<file path="src/inc/crt_pkg.sv">
// Shared constants, register map and instruction decoding for the register transfer port
package crt_pkg;

  // Widths
  localparam int DW     = 32;
  localparam int ADDR_W = 8;
  localparam int IRQ_W  = 3;
  localparam int BANK_N = 8;
  localparam int CNT_W  = 8;

  // Instruction field positions
  localparam int COND_LSB = 28;
  localparam int L_BIT    = 20;
  localparam int PRIMARY_LSB = 16;
  localparam int RD_LSB   = 12;
  localparam int NUM_LSB  = 8;
  localparam int FLAG_LSB = 28;

  // Special register and coprocessor numbers
  localparam logic [3:0]    PC_REG         = 4'hF;
  localparam logic [3:0]    CP_CTRL_NUM    = 4'hF;
  localparam logic [3:0]    CTRL_FIRST_BAD = 4'h8;
  localparam logic [DW-1:0] PC_AHEAD       = 32'h0000000C;

  // Register byte offsets on the bus
  localparam logic [ADDR_W-1:0] OFF_INSTR    = 8'h00;
  localparam logic [ADDR_W-1:0] OFF_OPERAND  = 8'h04;
  localparam logic [ADDR_W-1:0] OFF_PC       = 8'h08;
  localparam logic [ADDR_W-1:0] OFF_MODE     = 8'h0C;
  localparam logic [ADDR_W-1:0] OFF_FLAGS    = 8'h10;
  localparam logic [ADDR_W-1:0] OFF_RESULT   = 8'h14;
  localparam logic [ADDR_W-1:0] OFF_STATUS   = 8'h18;
  localparam logic [ADDR_W-1:0] OFF_INT_STAT = 8'h1C;
  localparam logic [ADDR_W-1:0] OFF_INT_MASK = 8'h20;

  // Interrupt status bit positions
  localparam int IRQ_DONE = 0;
  localparam int IRQ_TRAP = 1;
  localparam int IRQ_SKIP = 2;

  // Outcome of the last instruction
  localparam logic [1:0] OUT_NONE = 2'h0;
  localparam logic [1:0] OUT_DONE = 2'h1;
  localparam logic [1:0] OUT_TRAP = 2'h2;
  localparam logic [1:0] OUT_SKIP = 2'h3;

  // Reset values
  localparam logic [DW-1:0] CTRL_ID_RST = 32'h00C0FFEE;  // Identity value is arbitrary
  localparam logic [3:0]    FLAGS_RST   = 4'h0;

  // Condition field against N Z C V flags
  function automatic logic crt_cond_pass(input logic [3:0] c, input logic [3:0] f);
    logic r;
    unique case (c[3:1])
      3'h0: r = f[2];
      3'h1: r = f[1];
      3'h2: r = f[3];
      3'h3: r = f[0];
      3'h4: r = f[1] & ~f[2];
      3'h5: r = (f[3] == f[0]);
      3'h6: r = ~f[2] & (f[3] == f[0]);
      default: r = 1'b1;
    endcase
    return c[0] ? ~r : r;
  endfunction

  // Register transfer encoding
  function automatic logic crt_is_reg_xfer(input logic [DW-1:0] i);
    return (i[27:24] == 4'hE) && i[4];
  endfunction

  // Undefined instruction encoding
  function automatic logic crt_is_undef(input logic [DW-1:0] i);
    return (i[27:25] == 3'h3) && i[4];
  endfunction

endpackage

</file>
<file path="src/inc/crt_if.sv">
// Coprocessor handshake carrier between processor end and coprocessor end
`timescale 1ns/10ps
`default_nettype none
interface crt_if;
  logic        offer;
  logic [31:0] instr;
  logic [31:0] core_data;
  logic        absent;
  logic        busy;
  logic [31:0] cp_data;

  modport core  (output offer, instr, core_data, input absent, busy, cp_data);
  modport copro (input offer, instr, core_data, output absent, busy, cp_data);
endinterface
`default_nettype wire

</file>
<file path="src/verilog/crt_ctl_bank.sv">
// Internal control coprocessor register bank, eight words
`timescale 1ns/10ps
`default_nettype none
module crt_ctl_bank (
  input  wire logic                  mclk,
  input  wire logic                  sys_rst,
  input  wire logic                  wr_en,
  input  wire logic [2:0]            idx,
  input  wire logic [crt_pkg::DW-1:0] wdata,
  output logic      [crt_pkg::DW-1:0] rdata
);
  import crt_pkg::*;

  typedef struct packed {
    logic [BANK_N-1:0][DW-1:0] word;
  } crt_bank_s;

  crt_bank_s s;
  crt_bank_s next_s;

  // Word 0 is the identity and never takes a write
  always_comb begin
    next_s = s;
    if (wr_en && (idx != 3'h0)) begin
      next_s.word[idx] = wdata;
    end
  end

  always_ff @(posedge mclk or posedge sys_rst) begin
    if (sys_rst) begin
      s         <= '0;
      s.word[0] <= CTRL_ID_RST;
    end else begin
      s <= next_s;
    end
  end

  // Read is immediate so a transfer finishes in one cycle
  assign rdata = s.word[idx];
endmodule
`default_nettype wire

</file>
<file path="src/verilog/crt_core_end.sv">
// Processor end: executes register transfer and undefined instructions under software control
`timescale 1ns/10ps
`default_nettype none
// How it works
// - Condition false means instruction does nothing.
// - Data operations take the undefined trap.
// - Load bit picks direction of the move.
// - Into PC: word bits 31..28 set NZCV.
// - Into PC: other bits and PC untouched.
// - Out of PC: send instruction address plus 12.
// - Number 15 goes to internal control bank.
// - Number field selects the answering coprocessor.
// - Opcode and register fields belong to coprocessor.
// - True undefined instruction takes the trap.
// - Coprocessors decline undefined with absent and busy.
// - Each transfer moves exactly one 32-bit word.
// - Control bank access in user mode traps.
// - Control bank registers 8 to 15 trap.
module crt_core_end (
  input  wire logic                   mclk,
  input  wire logic                   sys_rst,
  crt_if.core                         cp,
  input  wire logic                   hsel,
  input  wire logic [31:0]            haddr,
  input  wire logic [1:0]             htrans,
  input  wire logic                   hwrite,
  input  wire logic [2:0]             hsize,
  input  wire logic [crt_pkg::DW-1:0] hwdata,
  input  wire logic                   hready,
  output logic                        hreadyout,
  output logic                        hresp,
  output logic      [crt_pkg::DW-1:0] hrdata,
  output logic                        irq
);
  import crt_pkg::*;

  typedef enum logic [1:0] {ST_IDLE, ST_OFFER, ST_UNDEF} crt_core_state_e;

  typedef struct packed {
    crt_core_state_e   st;
    logic              go;
    logic [DW-1:0]     instr;
    logic [DW-1:0]     operand;
    logic [DW-1:0]     pc;
    logic [DW-1:0]     result;
    logic [DW-1:0]     core_data;
    logic [DW-1:0]     rdata;
    logic              priv;
    logic [3:0]        flags;
    logic [1:0]        outcome;
    logic [IRQ_W-1:0]  stat;
    logic [IRQ_W-1:0]  mask;
    logic              offer;
    logic              a_valid;
    logic              a_write;
    logic [ADDR_W-1:0] a_addr;
  } crt_core_s;

  crt_core_s        s;
  crt_core_s        next_s;
  logic [IRQ_W-1:0] irq_set;
  logic [IRQ_W-1:0] irq_clr;
  logic             bank_we;
  logic [DW-1:0]    bank_rdata;
  logic [DW-1:0]    xfer_word;
  logic [3:0]       cpnum;
  logic [3:0]       coproc_primary_register;
  logic [3:0]       rd;
  logic             lbit;
  logic             busy_now;

  // Instruction fields of the held instruction
  assign cpnum    = s.instr[NUM_LSB +: 4];
  assign coproc_primary_register = s.instr[PRIMARY_LSB +: 4];
  assign rd       = s.instr[RD_LSB +: 4];
  assign lbit     = s.instr[L_BIT];
  assign busy_now = (s.st != ST_IDLE) || s.go;

  // Word sent out of the core: PC reads ahead by three instructions
  assign xfer_word = (rd == PC_REG) ? (s.pc + PC_AHEAD) : s.operand;

  crt_ctl_bank u_bank (
    .mclk    (mclk),
    .sys_rst (sys_rst),
    .wr_en   (bank_we),
    .idx     (coproc_primary_register[2:0]),
    .wdata   (xfer_word),
    .rdata   (bank_rdata)
  );

  // Bus slave, decode, execution and interrupt status in one next-state process
  always_comb begin
    next_s  = s;
    irq_set = '0;
    irq_clr = '0;
    bank_we = 1'b0;

    // Data phase write; the instruction register starts work only when idle
    if (s.a_valid && s.a_write) begin
      unique case (s.a_addr)
        OFF_INSTR: begin
          if (!busy_now) begin
            next_s.instr = hwdata;
            next_s.go    = 1'b1;
          end
        end
        OFF_OPERAND:  next_s.operand = hwdata;
        OFF_PC:       next_s.pc      = hwdata;
        OFF_MODE:     next_s.priv    = hwdata[0];
        OFF_FLAGS:    next_s.flags   = hwdata[3:0];
        OFF_INT_STAT: irq_clr        = hwdata[IRQ_W-1:0];
        OFF_INT_MASK: next_s.mask    = hwdata[IRQ_W-1:0];
        default: ;
      endcase
    end

    // Execution; it follows the bus writes so hardware flag updates win
    unique case (s.st)
      ST_IDLE: begin
        if (s.go) begin
          next_s.go = 1'b0;
          if (!crt_cond_pass(s.instr[COND_LSB +: 4], s.flags)) begin
            next_s.outcome     = OUT_SKIP;
            irq_set[IRQ_SKIP] = 1'b1;
          end else if (crt_is_reg_xfer(s.instr) && (cpnum == CP_CTRL_NUM)) begin
            // Control bank is served locally and never offered outside
            if (!s.priv || (coproc_primary_register >= CTRL_FIRST_BAD)) begin
              next_s.outcome     = OUT_TRAP;
              irq_set[IRQ_TRAP] = 1'b1;
            end else begin
              if (!lbit) begin
                bank_we = 1'b1;
              end else if (rd == PC_REG) begin
                next_s.flags = bank_rdata[FLAG_LSB +: 4];
              end else begin
                next_s.result = bank_rdata;
              end
              next_s.outcome     = OUT_DONE;
              irq_set[IRQ_DONE] = 1'b1;
            end
          end else if (crt_is_reg_xfer(s.instr)) begin
            // Operand is latched once so it stays stable through the offer
            next_s.core_data = xfer_word;
            next_s.offer     = 1'b1;
            next_s.st        = ST_OFFER;
          end else if (crt_is_undef(s.instr)) begin
            next_s.offer = 1'b1;
            next_s.st    = ST_UNDEF;
          end else begin
            // Data operations and all other encodings are left to emulation
            next_s.outcome     = OUT_TRAP;
            irq_set[IRQ_TRAP] = 1'b1;
          end
        end
      end
      ST_OFFER: begin
        // No upper bound on busy: a stuck coprocessor stalls the port
        if (cp.absent) begin
          next_s.offer       = 1'b0;
          next_s.st          = ST_IDLE;
          next_s.outcome     = OUT_TRAP;
          irq_set[IRQ_TRAP] = 1'b1;
        end else if (!cp.busy) begin
          next_s.offer = 1'b0;
          next_s.st    = ST_IDLE;
          if (lbit) begin
            if (rd == PC_REG) begin
              next_s.flags = cp.cp_data[FLAG_LSB +: 4];
            end else begin
              next_s.result = cp.cp_data;
            end
          end
          next_s.outcome     = OUT_DONE;
          irq_set[IRQ_DONE] = 1'b1;
        end
      end
      ST_UNDEF: begin
        // One offer cycle lets coprocessors refuse, the trap follows regardless
        next_s.offer       = 1'b0;
        next_s.st          = ST_IDLE;
        next_s.outcome     = OUT_TRAP;
        irq_set[IRQ_TRAP] = 1'b1;
      end
    endcase

    // Sticky status: a new event beats a same-cycle clear
    next_s.stat = (s.stat & ~irq_clr) | irq_set;

    // Address phase capture; read data is ready for the following data phase
    next_s.a_valid = hsel && hready && htrans[1];
    if (hsel && hready && htrans[1]) begin
      next_s.a_write = hwrite;
      next_s.a_addr  = haddr[ADDR_W-1:0];
      unique case (haddr[ADDR_W-1:0])
        OFF_INSTR:    next_s.rdata = s.instr;
        OFF_OPERAND:  next_s.rdata = s.operand;
        OFF_PC:       next_s.rdata = s.pc;
        OFF_MODE:     next_s.rdata = {31'h00000000, s.priv};
        OFF_FLAGS:    next_s.rdata = {28'h0000000, s.flags};
        OFF_RESULT:   next_s.rdata = s.result;
        OFF_STATUS:   next_s.rdata = {29'h00000000, s.outcome, busy_now};
        OFF_INT_STAT: next_s.rdata = {29'h00000000, s.stat};
        OFF_INT_MASK: next_s.rdata = {29'h00000000, s.mask};
        default:      next_s.rdata = '0;
      endcase
    end
  end

  always_ff @(posedge mclk or posedge sys_rst) begin
    if (sys_rst) begin
      s       <= '0;
      s.flags <= FLAGS_RST;
    end else begin
      s <= next_s;
    end
  end

  // Zero-wait slave, always OKAY
  assign hreadyout    = 1'b1;
  assign hresp        = 1'b0;
  assign hrdata       = s.rdata;
  assign irq          = |(s.stat & s.mask);
  assign cp.offer     = s.offer;
  assign cp.instr     = s.instr;
  assign cp.core_data = s.core_data;
endmodule
`default_nettype wire

</file>
<file path="src/flat_wrapper.sv">
// flat-port wrapper written by rule: the top's interface ports become plain ports
module crt_core_end_flat import crt_pkg::*;
  (mclk, sys_rst, hsel, haddr, htrans, hwrite, hsize, hwdata, hready, hreadyout, hresp, hrdata, irq, cp_offer, cp_instr, cp_core_data, cp_absent, cp_busy, cp_cp_data);
  crt_if cp_i ();
  input  wire logic mclk;
  input  wire logic sys_rst;
  input  wire logic hsel;
  input  wire logic [31:0] haddr;
  input  wire logic [1:0] htrans;
  input  wire logic hwrite;
  input  wire logic [2:0] hsize;
  input  wire logic [crt_pkg::DW-1:0] hwdata;
  input  wire logic hready;
  output logic hreadyout;
  output logic hresp;
  output logic      [crt_pkg::DW-1:0] hrdata;
  output logic irq;
  output wire logic [$bits(cp_i.offer)-1:0] cp_offer;
  output wire logic [$bits(cp_i.instr)-1:0] cp_instr;
  output wire logic [$bits(cp_i.core_data)-1:0] cp_core_data;
  input wire logic [$bits(cp_i.absent)-1:0] cp_absent;
  input wire logic [$bits(cp_i.busy)-1:0] cp_busy;
  input wire logic [$bits(cp_i.cp_data)-1:0] cp_cp_data;
  assign cp_offer = cp_i.offer;
  assign cp_instr = cp_i.instr;
  assign cp_core_data = cp_i.core_data;
  assign cp_i.absent = cp_absent;
  assign cp_i.busy = cp_busy;
  assign cp_i.cp_data = cp_cp_data;
  crt_core_end u_core (.mclk(mclk), .sys_rst(sys_rst), .cp(cp_i), .hsel(hsel), .haddr(haddr), .htrans(htrans), .hwrite(hwrite), .hsize(hsize), .hwdata(hwdata), .hready(hready), .hreadyout(hreadyout), .hresp(hresp), .hrdata(hrdata), .irq(irq));
endmodule
</file>
<file path="config.mk">
export PLATFORM = sky130hd
export DESIGN_NAME = crt_core_end_flat
export DESIGN_NICKNAME = d
export VERILOG_FILES = /design/src/inc/crt_pkg.sv /design/src/inc/crt_if.sv /design/src/verilog/crt_ctl_bank.sv /design/src/verilog/crt_core_end.sv /design/src/flat_wrapper.sv
export SDC_FILE = /design/constraint.sdc
export NUM_CORES = 1
export LEC_CHECK = 0
export BUFFER_PORTS_ARGS = -buffer_cell sky130_fd_sc_hd__buf_4
export CAP_MARGIN = 15
export CELL_PAD_IN_SITES_DETAIL_PLACEMENT = 1
export CELL_PAD_IN_SITES_GLOBAL_PLACEMENT = 2
export CORE_AREA = 2 2 240 242
export CTS_CLUSTER_DIAMETER = 60
export DETAILED_ROUTE_END_ITERATION = 6
export DIE_AREA = 0 0 242 244
export PLACE_DENSITY = 0.76
export SYNTH_ARGS = -nofsm -noshare
export SYNTH_HDL_FRONTEND = slang
export SYNTH_SLANG_ARGS = --single-unit
</file>
<file path="constraint.sdc">
create_clock -name mclk -period 20.3 [get_ports mclk]
set_input_delay 3.045 -clock mclk [delete_from_list [all_inputs] [get_ports mclk]]
set_output_delay 3.045 -clock mclk [all_outputs]
set_load 0.02 [all_outputs]
</file>
Word level (Yosys, flattened, before mapping). Cells that the tools add are included.

Add/subtract/negate cells: 1. Divide/modulo/power cells: 0. Reductions and logical operators: 28. Magnitude comparators: 3. Shifts and indexed selects: 0. Equality and inequality tests: 42. Mux-type cells: 89. Multiply operators: 0. Bitwise gates (word level): 10.

Operator list (count): 2-to-1 mux 32 bit (15); one-hot mux 32 bit (9 select lines) (1); bitwise mux 256 bit (1); 2-to-1 mux 64 bit (2); 2-to-1 mux 97 bit (1); binary-select mux 32 bit (select 3 bit) (1); demux 32 bit (select 3 bit) (1); 2-to-1 mux 33 bit (2); one-hot mux 32 bit (2 select lines) (1); == test 8 x 5 -> 1 bit, second input constant (6); 2-to-1 mux 4 bit (10); adder 32 x 4 -> 32 bit, second input constant (1); == test 8 x 4 -> 1 bit, second input constant (4); 2-to-1 mux 1 bit (28); 2-to-1 mux 2 bit (13); == test 8 x 3 -> 1 bit, second input constant (2); == test 8 x 6 -> 1 bit, second input constant (2); logical NOT 8 bit (2); == test 4 bit, second input constant (3); 2-to-1 mux 3 bit (4); 2-to-1 mux 6 bit (2); != test 2 bit, second input constant (6); one-hot mux 2 bit (3 select lines) (2); AND reduction 11 bit (1); other kinds (34) (62).

Bits in writable memories: 0. Memories: 0. ROM bits: 0. Flip-flop bits (word level): 475. Logic and storage cells: 198. Output and inout bits: 100. Latch bits: 0.

Longest topological paths before layout. Gate-level depths: netlist of run 1.

Word-level depth: 11. Gate-level depth with buffers: 10.

Hierarchy. From an unflattened synthesis of run 1, not the netlist that was laid out.

Cell total of the unflattened synthesis: 1703. Area total of the unflattened synthesis: 23002.1 µm².

Modules (own cells, without submodules): crt_core_end (cells each 1042, area an instance 11591.1 µm², instances 1); crt_ctl_bank (cells each 661, area an instance 11410.9 µm², instances 1).

Worst setup path after synthesis of run 1. OpenSTA, ideal clock, no wires.

Path type: input-to-reg. Start: in haddr[0]. End: reg u_core.s (netlist bit u_core.hrdata[10]). Setup time: 0.066 ns. Buffers on the path: 2. Required time: 20.234 ns. Cell stages on the path: 8. Slack: 15.495 ns. Arrival: 4.739 ns. Cells stage by stage: or4_1 nor2_1 and3_1 clkbuf_1 clkbuf_1 a22oi_1 nand2_1 a22o_1.

Cells in the longest elaborated chain, start to end: 2. Elaborated cells between the ends (all ways): 10. Classes of those cells: 8 x eq/ne; 1 x mux; 1 x reduce/logical.

RTL lines: start, declared (line flat_wrapper.sv:8) `input wire logic [31:0] haddr;`; == test 8 x 6 -> 1 bit (tied with other cells) (line crt_core_end.sv:194) `unique case (haddr[ADDR_W-1:0])`; one-hot mux 32 bit (9 select lines) (*) (line crt_core_end.sv:194); end signal, assigned (line crt_core_end.sv:214) `s <= next_s;`; end, declared (line crt_core_end.sv:59) `crt_core_s s;`.

Every way passes the cells marked *; elsewhere a longest branch is shown, timed or not. A chain may end at the register's enable or synchronous reset.

Final worst setup path of run 1.
Start: in cp_busy. End: reg u_core.s[91] (netlist name).

Cells in the longest elaborated chain, start to end: 2.

RTL lines: start, declared (line flat_wrapper.sv:22) `input wire logic [$bits(cp_i.busy)-1:0] cp_busy;`; != test 2 bit (no line); AND reduction 11 bit (no line).

No other way between the ends.

==> key figures, run 1 <==
GRT
  • Most Crowded Layer GR: met2
  • Largest net degree at the start of global routing: 173
  • Global route overflow: 0
  • Met1 Resource Use GR: 31.74%
  • Met2 Use GR: 37.63%
  • Met3 usage: 4.796%
  • Initial antenna violation count: 1
  • GRT Overall Usage: 23.34%
  • Number of global-route vias before repair: 16540
  • First-pass GRT wire length: 105.1 mm

Clock tree
  • CTS Buf Count: 52
  • CTS tree: yes
  • Worst-Skew Late Latency: about 0.60 ns
  • Sink Count: roughly 480
  • PostCTS Resize Cnt: 0
  • Clock Pin Slew Worst Setup and Hold Paths: 0.06 ns
  • Deepest clock path buffer count: 3
  • Number of H-tree levels: 2
  • Post-CTS Setup Bufs: 0
  • Hold_buf cts: 0
  • CTS root buf: clkbuf_16

Synth
  • Synth unique cells: 72
  • Synth Area in Adders: less than 1%
  • Post-synth EDFFs: 0
  • Xor-xnor portion of the synthesized cell area: 1.146%
  • Largest family of logic cells by synthesized area: multiplexers
  • Simple-gate share of the synthesized area: under 10%
  • Cell area after synthesis: 0.02293 mm²
  • Leading post-synthesis cells by cell area: dfrtp_1 (50%), mux2_2 (20%), buf_4 (3.5%), mux4_2 (2.8%), nand2_1 (2.2%)
  • Ys async rst share: 100.0%
  • Post-synth net total: 1952
  • Ys Warns: 0
  • Top-count cell post-synth: dfrtp_1
  • Multiplexer share of the synthesized area: 24.93%
  • Synth top cells by count: dfrtp_1 (459), mux2_2 (417), nand2_1 (135)
  • Post-synth top area share: 50.10%
  • Yosys top cell by area: dfrtp_1
  • Seq/Total Area, Yosys: between 50 and 60%
  • Main synth FF type: dfrtp_1
  • Yosys reg bits: 475
  • Synthesized instance count: 1840
  • Post-synthesis compound-gate area fraction: 8.606%
  • Avg Cell Area, Syn: 12.46 µm²

Setup path
  • Crit end category: flop
  • CP most frequent cell: buf_4
  • CP max-delay cell: nand2_1
  • Worst EP arrival: 5.36 ns
  • Critical Path RT: 20.78 ns
  • Worst-path cell chain: buf_4, nor2_1, a31oi_1, nor4bb_1, mux2i_1, nand2_1, buf_4, mux2_2
  • Slowest cell delay on critical path: 0.44 ns
  • Setup CP Type: primary input to flop
  • Critical path peak fanout: 22
  • Setup crit start kind: primary input

Drt
  • Routed len/inst: 25.86 µm
  • Routed Antenna Nets: 0
  • 1st-iter DRT viols: 1044
  • Drt drc: 0
  • Vias: 15360
  • Final WL: 68.94 mm
  • Number of vias per cell: between 5 and 6
  • DR pass1 iterations: 5

STA
  • Final TNS setup: 0 ns
  • Max Clock Skew: 0.02027 ns
  • Final setup margin: 15.42 ns
  • Max Slew Vio Count: 0
  • Fin crit period: 4.879 ns
  • Fin Hold WS: around 0.36 ns
  • Least-Margin Pin Slew: 1.164 ns
  • Worst relative slew slack: 21.87%
  • Fmax: 205.0 MHz
  • RSZ-0062 raised after global routing: no
  • Hold Vio Cnt, Final: 0
  • Fin crit share: 24.03%
  • Count of final setup violators: 0

Floorplanning
  • Initial Utilization: 40.82%
  • Core Rows: 87
  • Die area: 0.05905 mm²
  • Die width: 242 µm
  • I/O Pins: 208
  • DIE HEIGHT: 244 µm
  • Core area: ~0.056 mm²

Pwr
  • Total power: 2282 µW
  • Leakage: approximately 0.012 µW
  • Maximum vdd ir drop: 69.78 µV
  • Power per cell area: 87.67 mW/mm²

Placement
  • IO Port Bufs: 177
  • Gpl congestion: between 0.8 and 0.9
  • DP Worst Slack: between 10 and 15 ns
  • HPWL after detailed placement: 45.70 mm

Final layout
  • Area delta synth->final: 13.52%
  • Fin util: 46.34%
  • Nets: 1977
  • Share of cells above drive strength 1: 41.49%

Run status
  • Status: finished, final reports clean

Hold path
  • Hold Crit Class: flop to flop

Run
  • MaxCap Viol Count: 0
[cell usage in the layout, fill, tap and decap left out, types with 11 or more instances in the layout]
master and instances:
a21oi_1 15, a22o_1 33, a22oi_1 59, buf_4 215
clkbuf_16 53, clkbuf_8 16, dfrtp_1 456, dfstp_2 16
inv_1 16, mux2_2 417, mux2i_1 31, mux4_2 29
nand2_1 135, nand3_1 21, nand4_1 18, nor2_1 32
nor3_1 16, nor4_1 11, o21ai_0 23, o21ai_1 29
o221ai_1 11, o22ai_1 24, o41ai_1 16, xor2_1 19
[worst paths after layout]
kind | from | to | slack, ns | cells past startpoint
min in group asynchronous | sys_rst | u_core.hrdata[1]$_DFFE_PP0P_ | 2.54 | 2
worst max register to register | u_core.cp.instr[17]$_DFFE_PP0P_ | u_core.u_bank.s[111]$_DFFE_PP0P_ | 15.95 | 8
worst max-delay path | cp_busy | u_core.s[91]$_DFFE_PP0P_ | 15.42 | 8
worst min register to register | u_core.u_bank.s[8]$_DFFE_PP1P_ | u_core.u_bank.s[8]$_DFFE_PP1P_ | 0.36 | 0
max in group asynchronous | sys_rst | u_core.u_bank.s[79]$_DFFE_PP0P_ | 15.49 | 4
worst min-delay path | u_core.u_bank.s[8]$_DFFE_PP1P_ | u_core.u_bank.s[8]$_DFFE_PP1P_ | 0.36 | 0
[critical path: cells and delay by family]
family | cells | cell delay, ns
AND/OR/NAND/NOR | 3 | 1.04
AO/OA/AOI/OAI | 1 | 0.19
multiplexers | 2 | 0.49
buffers and inverters | 2 | 0.55
[power by group]
part           internal (µW)  switching (µW)  leakage [µW]
clock network            589             401      0.000891
registers                972            37.2       0.00636
logic                   99.7             182       0.00506
total                   1660             621        0.0123
[final cells by class]
type | count | area (µm²)
inverters | 19 | 78.83
diodes | 1 | 2.502
multi-input cells | 1101 | 9649
fillers | 5770 | 30140
clock inverters | 21 | 227.7
flip-flops and latches | 475 | 11910
clock buffers | 77 | 1577
repair buffers | 216 | 1634
well taps | 756 | 945.9
[metal layers]
metal,vias up,share of wire [%]
met1,8167,45
li1,6706,-
met3,116,5.0
met4,0,2.9
met2,370,47
met5,-,0
[cells by family after synthesis]
kind of cell,after synthesis
other,2
adders and majority gates,4
DFF,475
and+or+nand+nor,312
xor gates and xnor gates,30
muxes,481
AOI/OAI and AO/OA,272
buffers and inverters,264
[stage by stage]
step / area (µm²) / instances
5_1_grt: 26030 / 2665
3_3_place_gp: 24220 / 2567
2_1_floorplan: 22930 / 1840
6_report: 26030 / 2666
4_1_cts: 26030 / 2665
3_5_place_dp: 24220 / 2567
[state kept, by name, summed over array words and instances, names as in the netlist]
name and cells:
u_core.cp.core_data 32, u_core.cp.instr 32, u_core.s 122, u_core.u_bank.s 256
u_core.cp.offer 1, u_core.hrdata 32
Note: power is estimated with default switching activity, not from simulation.
==> inputs of run 2 (changes only) <==
- clock period: 20.3 -> 5.12 ns (I/O delays scaled with it)
==> key figures, run 2 (synthesis gave the netlist of run 1 again) <==
Floorplanning
  • Core area: 0.05617 mm² (unchanged)
  • Die width: 242 µm (unchanged)
  • Core Rows: 87 (unchanged)
  • DIE HEIGHT: 244 µm (unchanged)
  • Die area: 0.05905 mm² (unchanged)
  • Initial Utilization: 40.82% (unchanged)
  • I/O Pins: 208 (unchanged)

Clock tree
  • Post-CTS Setup Bufs: 0 (unchanged)
  • Sink Count: 475 (unchanged)
  • Deepest clock path buffer count: 3 (unchanged)
  • CTS root buf: clkbuf_16 (unchanged)
  • Clock Pin Slew Worst Setup and Hold Paths: 0.06 ns (about the same)
  • Number of H-tree levels: 2 (unchanged)
  • PostCTS Resize Cnt: 0 (unchanged)
  • CTS Buf Count: 52 (unchanged)
  • CTS tree: yes (unchanged)
  • Worst-Skew Late Latency: 0.60 ns (about the same)
  • Hold_buf cts: 0 (unchanged)

Final layout
  • Final std cells w/o fill: 2668 (was 2666)
  • Share of cells above drive strength 1: 41.42% (was 41.49%)
  • # diodes: 0 (was 1)
  • Commonest non-fill, non-tap cells in the layout: dfrtp_1 (456), mux2_2 (417), buf_4 (219) (was dfrtp_1 (456), mux2_2 (417), buf_4 (215))
  • Nets: 1983 (was 1977)
  • Area delta synth->final: 13.75% (was 13.52%)
  • Fill cell count: 5831 (was 5770)
  • Largest register FFs: 256 (unchanged)
  • Register bank with the most flops: u_core.u_bank.s (unchanged)
  • Most common cell after layout, fill and taps aside: dfrtp_1 (unchanged)
  • Regs by FF count: u_core.u_bank.s x256, u_core.s x122 (unchanged)

Hold path
  • Hold Crit Class: primary input to asynchronous set/reset pin (was flop to flop)

Setup path
  • Worst-path cell chain: mux2_2, a32oi_1, o311a_1, mux2i_4, nand4_1, buf_4, mux2_2 (was buf_4, nor2_1, a31oi_1, nor4bb_1, mux2i_1, nand2_1, buf_4, mux2_2)
  • Crit end category: flop (unchanged)
  • Slowest cell delay on critical path: 0.57 ns (was 0.44 ns)
  • Critical R2R Launch: u_core.cp.instr[29]$_DFFE_PP0P_ (was u_core.cp.instr[17]$_DFFE_PP0P_)
  • Reg2Reg Setup Slack: 1.41 ns (was 15.95 ns)
  • RR Endpoint: u_core.u_bank.s[243]$_DFFE_PP0P_ (was u_core.u_bank.s[111]$_DFFE_PP0P_)
  • Critical path peak fanout: 25 (was 22)
  • CP Launch Point: u_core.cp.instr[29]$_DFFE_PP0P_ (was cp_busy)
  • Worst EP arrival: 4.18 ns (was 5.36 ns)
  • CP max-delay cell: nand4_1 (was nand2_1)
  • Reg2reg path depth: 7 (was 8)
  • Worst Setup EP: u_core.u_bank.s[243]$_DFFE_PP0P_ (was u_core.s[91]$_DFFE_PP0P_)
  • Setup CP Type: flop to flop (was primary input to flop)
  • Critical Path RT: 5.59 ns (was 20.78 ns)
  • Setup crit start kind: flop (was primary input)
  • CP most frequent cell: mux2_2 (was buf_4)

GRT
  • GRT Overall Usage: 23.24% (was 23.34%)
  • First-pass GRT wire length: 105.0 mm (was 105.1 mm)
  • Largest net degree at the start of global routing: 187 (was 173)
  • Initial antenna violation count: 0 (was 1)
  • Global route overflow: 0 (unchanged)
  • Number of global-route vias before repair: 16490 (was 16540)

STA
  • Fin crit period: 3.712 ns
  • Count of final setup violators: 0 (unchanged)
  • Fmax: 269.4 MHz
  • Fin Hold WS: 0.1852 ns (was 0.3643 ns)
  • Fin crit share: 72.50%
  • Max Clock Skew: 0.01506 ns (was 0.02027 ns)
  • Least-Margin Pin Slew: 1.195 ns (was 1.164 ns)
  • Worst relative slew slack: 20.23% (was 21.87%)
  • Final TNS setup: 0 ns (unchanged)
  • Max Slew Vio Count: 0 (unchanged)
  • RSZ-0062 raised after global routing: no (unchanged)
  • Hold Vio Cnt, Final: 0 (unchanged)

Placement
  • IO Port Bufs: 177 (unchanged)
  • HPWL after detailed placement: 45.94 mm (was 45.70 mm)
  • Gpl congestion: 0.8438 (was 0.8340)
  • Dpl cells: 2573 (was 2567)

Pwr
  • Power per cell area: 347.1 mW/mm² (was 87.67 mW/mm²)
  • Leakage: 0.01233 µW (was 0.01231 µW)
  • Maximum vdd ir drop: 207.3 µV (was 69.78 µV)

Drt
  • Routed Antenna Nets: 0 (unchanged)
  • DR pass1 iterations: 5 (unchanged)
  • Routed len/inst: 25.61 µm (was 25.86 µm)
  • Final WL: 68.32 mm (was 68.94 mm)
  • Number of vias per cell: 5.702 (was 5.761)
  • 1st-iter DRT viols: 1030 (was 1044)
  • Vias: 15210 (was 15360)
  • Drt drc: 0 (unchanged)

Run
  • MaxCap Viol Count: 0 (unchanged)

Run status
  • Status: finished, final reports clean (unchanged)
[run 2: cell count changes in the layout (fill, tap and decap cells not counted), moves of 2 or more]
cell | before | now
buf_12 | 1 | 3
buf_4 | 215 | 219
bufinv_16 | 4 | 6
clkbuf_1 | 8 | 11
clkbuf_8 | 16 | 12
clkinv_2 | 10 | 8
[run 2: power by group]
| part | switching, µW | leakage [µW] | internal [µW] | total (µW) |
|---|---|---|---|---|
| combinational | 726 | 0.00509 | 405 | 1130 |
| sequential | 132 | 0.00636 | 3860 | 3990 |
| clock | 1560 | 0.000882 | 2370 | 3930 |
[run 2: layout make-up]
cell class	instances	area (µm²)	share of cell area, %
multi-input combinational	1101	9649	37.00
timing repair buffer	222	1704	6.534
sequential	475	11910	45.68
inverter	19	75.07	0.2878
tap	756	945.9	3.627
clock buffer	76	1533	5.877
clock inverter	19	261.5	1.003
[run 2: metal layers]
layer / routed length, µm / part of all wire, % / vias up / track usage [%]
met5: 0 / 0 / - / 0
met4: 1446 / 2.1 / 0 / 6.064
met3: 2457 / 3.6 / 93 / 3.183
met2: 33110 / 48 / 283 / 38.74
met1: 31310 / 46 / 8142 / 32.02
li1: - / - / 6695 / -
[run 2: worst min-delay path by stage]
stage	from	to	slack [ns]	cells past startpoint
after floorplan	u_core.u_bank.s[17]$_DFFE_PP0P_	u_core.u_bank.s[17]$_DFFE_PP0P_	0.42	1
after global placement	u_core.u_bank.s[13]$_DFFE_PP1P_	u_core.u_bank.s[13]$_DFFE_PP1P_	0.36	0
after detailed placement	u_core.u_bank.s[13]$_DFFE_PP1P_	u_core.u_bank.s[13]$_DFFE_PP1P_	0.36	0
after CTS	sys_rst	u_core.s[102]$_DFFE_PP0P_	0.16	2
after global routing	sys_rst	u_core.s[122]$_DFFE_PP0P_	0.20	2
final	sys_rst	u_core.s[122]$_DFFE_PP0P_	0.19	2
[run 2: stage by stage]
stage | area, µm² | power [µW] | setup slack, ns | utilization, %
after floorplan | 22930 | 4749 | -2.070 | -
after global placement | 24290 | 5153 | 1.502 | 43.24
after detailed placement | 24290 | 5184 | 1.456 | 43.24
after CTS | 26080 | 9139 | 1.446 | 46.43
after global routing | 26080 | 9379 | 1.260 | 46.43
final | 26080 | 9052 | 1.408 | 46.43
[run 2: critical path, delay by kind of cell (launching register included)]
kind | cells | cell delay (ns)
buf+inv | 1 | 0.54
simple gates | 1 | 0.57
compound gates | 2 | 0.68
mux | 3 | 1.24
flops | 1 | 0.53
==> inputs of run 3 (changes only) <==
- ABC_AREA: not set -> 1
- CORE_AREA: 2 2 240 242 -> 2 2 266 268
- DIE_AREA: 0 0 242 244 -> 0 0 268 270
- clock period: 5.12 -> 3.8 ns (I/O delays scaled with it)
==> key figures, run 3 <==
Hold path
  • Hold Crit Class: primary input to flop (was primary input to asynchronous set/reset pin)

Placement
  • Area after DPL: 0.02570 mm² (was 0.02429 mm²)
  • Gpl congestion: 0.9024 (was 0.8438)
  • DP Worst Slack: 0.8817 ns (was 1.456 ns)
  • IO Port Bufs: 177 (unchanged)
  • HPWL after detailed placement: 63.17 mm (was 45.94 mm)

Clock tree
  • Post-CTS Setup Bufs: 0 (unchanged)
  • PostCTS Resize Cnt: 0 (unchanged)
  • Worst-Skew Late Latency: 0.63 ns (was 0.60 ns)
  • Number of H-tree levels: 2 (unchanged)
  • Deepest clock path buffer count: 3 (unchanged)
  • CTS root buf: clkbuf_16 (unchanged)
  • Sink Count: 475 (unchanged)
  • Hold_buf cts: 0 (unchanged)
  • CTS Buf Count: 60 (was 52)
  • Clock Pin Slew Worst Setup and Hold Paths: 0.06 ns (about the same)
  • CTS tree: yes (unchanged)

Drt
  • Final WL: 93.76 mm (was 68.32 mm)
  • Vias: 21960 (was 15210)
  • Routed Antenna Nets: 0 (unchanged)
  • DR pass1 iterations: 5 (unchanged)
  • Number of vias per cell: 5.305 (was 5.702)
  • Routed len/inst: 22.65 µm (was 25.61 µm)
  • 1st-iter DRT viols: 1562 (was 1030)
  • Drt drc: 0 (unchanged)

Run
  • MaxCap Viol Count: 0 (unchanged)

Pwr
  • Maximum vdd ir drop: 356.3 µV (was 207.3 µV)
  • Cell-internal power: 9748 µW (was 6634 µW)
  • Clock Power Share: 35.6% (was 43.5%)
  • NetSw: 6438 µW (was 2418 µW)
  • Combinational power share: 30.4% (was 12.5%)
  • Register share of total power: 34.1% (was 44.1%)
  • Leakage: 0.01494 µW (was 0.01233 µW)
  • Power per cell area: 584.6 mW/mm² (was 347.1 mW/mm²)
  • Net Sw Frac: 39.78% (was 26.71%)

GRT
  • First-pass GRT wire length: 143.7 mm (was 105.0 mm)
  • GRT Overall Usage: 26.02% (was 23.24%)
  • Global route overflow: 0 (unchanged)
  • Largest net degree at the start of global routing: 97 (was 187)
  • Initial antenna violation count: 2 (was 0)
  • Number of global-route vias before repair: 23210 (was 16490)

Synth
  • Yosys top cell by area: dfrtp_1 (unchanged)
  • Main synth FF type: dfrtp_1 (unchanged)
  • Yosys reg bits: 475 (unchanged)
  • Seq/Total Area, Yosys: 49.52% (was 51.93%)
  • Cell area after synthesis: 0.02404 mm² (was 0.02293 mm²)
  • Synthesized instance count: 3146 (was 1840)
  • Post-synth net total: 3258 (was 1952)
  • Top-count cell post-synth: nand2_1 (was dfrtp_1)
  • Post-synth top area share: 47.77% (was 50.10%)
  • Synth top cells by count: nand2_1 (1209), dfrtp_1 (459), nor2_1 (262) (was dfrtp_1 (459), mux2_2 (417), nand2_1 (135))
  • Post-synth EDFFs: 0 (unchanged)
  • Ys async rst share: 100.0% (unchanged)
  • Avg Cell Area, Syn: 7.643 µm² (was 12.46 µm²)
  • Synth unique cells: 42 (was 72)
  • Leading post-synthesis cells by cell area: dfrtp_1 (48%), nand2_1 (19%), nand4_1 (6.3%), nor2_1 (4.1%), o21ai_0 (4.0%) (was dfrtp_1 (50%), mux2_2 (20%), buf_4 (3.5%), mux4_2 (2.8%), nand2_1 (2.2%))
  • Ys Warns: 0 (unchanged)

STA
  • Worst relative slew slack: 15.30% (was 20.23%)
  • Final setup margin: 0.8510 ns (was 1.408 ns)
  • Fin crit period: 2.949 ns (was 3.712 ns)
  • Max Slew Vio Count: 0 (unchanged)
  • Fin crit share: 77.60% (was 72.50%)
  • Fmax: 339.1 MHz (was 269.4 MHz)
  • RSZ-0062 raised after global routing: no (unchanged)
  • Max Clock Skew: 0.02462 ns (was 0.01506 ns)
  • Count of final setup violators: 0 (unchanged)
  • Hold Vio Cnt, Final: 0 (unchanged)
  • Least-Margin Pin Slew: 1.262 ns (was 1.195 ns)

Floorplanning
  • Core area: 0.06954 mm² (was 0.05617 mm²)
  • Core Rows: 97 (was 87)
  • I/O Pins: 208 (unchanged)
  • Die area: 0.07236 mm² (was 0.05905 mm²)
  • Initial Utilization: 34.57% (was 40.82%)
  • DIE HEIGHT: 270 µm (was 244 µm)
  • Die width: 268 µm (was 242 µm)

Final layout
  • Commonest non-fill, non-tap cells in the layout: nand2_1 (1209), dfrtp_1 (459), nor2_1 (262) (was dfrtp_1 (456), mux2_2 (417), buf_4 (219))
  • Area delta synth->final: 15.15% (was 13.75%)
  • Largest register FFs: 256 (unchanged)
  • Register bank with the most flops: u_core.u_bank.s (unchanged)
  • Regs by FF count: u_core.u_bank.s x256, u_core.s x122 (unchanged)
  • Most common cell after layout, fill and taps aside: nand2_1 (was dfrtp_1)
  • Share of cells above drive strength 1: 12.75% (was 41.42%)
  • Post-route cell area: 0.02769 mm² (was 0.02608 mm²)
  • Nets: 3261 (was 1983)
  • # diodes: 0 (unchanged)

Setup path
  • Top delay family on crit path: buffers and inverters (was multiplexers)
  • CP max-delay cell: dfrtp_1 (was nand4_1)
  • Critical path peak fanout: 21 (was 25)
  • Crit end category: flop (unchanged)
  • Setup crit start kind: flop (unchanged)
  • Slowest cell delay on critical path: 0.66 ns (was 0.57 ns)
  • Setup CP Type: flop to flop (unchanged)
  • Worst-path cell chain: inv_1, nor2_1, nand2_1, inv_1, buf_4, nand3_1, buf_4, nand2_1, nand2_1 (was mux2_2, a32oi_1, o311a_1, mux2i_4, nand4_1, buf_4, mux2_2)
  • Buf+Inv Stages, Crit Path: 4 (was 1)
  • Worst EP arrival: 3.46 ns (was 4.18 ns)
  • Critical Path RT: 4.31 ns (was 5.59 ns)
  • CP most frequent cell: nand2_1 (was mux2_2)

Run status
  • Status: finished, final reports clean (unchanged)
## run 3: per-layer routing
metal / vias up / wire [µm] / share of wire, % / GRT usage (%)
met2: 476 / 46640 / 50 / 45.02
met3: 108 / 3664 / 3.9 / 3.054
met5: - / 18 / 0.019 / 0
met1: 11220 / 41870 / 45 / 35.08
li1: 10160 / - / - / -
met4: 2 / 1575 / 1.7 / 4.896
## run 3: layout make-up
type / count / area [µm²]
clock buffer: 94 / 1760
multi-input combinational: 2213 / 9961
fill: 8387 / 41860
clock inverter: 18 / 224.0
tap: 940 / 1176
sequential: 475 / 11910
timing repair buffer: 265 / 2152
inverter: 134 / 506.7
## run 3: cell families (layout without fill, tap and decap cells)
logic type | Yosys count | after routing | synth area share (%)
AO/OA/AOI/OAI | 317 | 317 | 7.493
XOR/XNOR | 13 | 13 | 0.4735
adder cells (fa/ha/maj) | 4 | 4 | 0.2082
buffers and inverters | 458 | 511 | 9.138
flip-flops | 475 | 475 | 49.52
other | 2 | 2 | 0.03123
AND/OR/NAND/NOR | 1877 | 1877 | 33.14
## run 3: power groups by stage
stage               combinational, µW  sequential [µW]  clock, µW
finish                           4910             5510       5760
global route                     5280             5540       6070
CTS                              4870             5520       5890
detailed placement               4850             5600          0
global placement                 4760             5590          0
floorplan                        2760             5470          0
## run 3: tightest hold or removal path, cell delays in order
cell and delay, ns:
buf_4 0.08, nand2_1 0.04, nand2_1 0.05
## run 3: final timing paths
check / start / to / slack [ns] / cells past startpoint
setup / recovery: u_core.cp.instr[17]$_DFFE_PP0P_ / u_core.u_bank.s[84]$_DFFE_PP0P_ / 0.85 / 9
hold / removal: hwrite / u_core.s[8]$_DFFE_PP0P_ / 0.15 / 3
setup reg to reg: u_core.cp.instr[17]$_DFFE_PP0P_ / u_core.u_bank.s[84]$_DFFE_PP0P_ / 0.85 / 9
hold reg to reg: u_core.u_bank.s[15]$_DFFE_PP1P_ / u_core.u_bank.s[15]$_DFFE_PP1P_ / 0.37 / 0
max in group asynchronous: sys_rst / u_core.u_bank.s[9]$_DFFE_PP1P_ / 2.59 / 3
min in group asynchronous: sys_rst / u_core.cp.instr[23]$_DFFE_PP0P_ / 0.16 / 2
## run 3: per-stage QoR
step	utilization, %	instances	hold WS (ns)	total power (µW)	setup TNS [ns]
finish	39.81	4139	0.1500	16190	0
global route	39.81	4139	0.1405	16890	0
CTS	39.81	4139	0.1114	16280	0
detailed placement	36.96	4027	0.3571	10450	0
global placement	36.96	4027	0.3563	10350	0
floorplan	-	3146	0.4240	8235	-1487.49
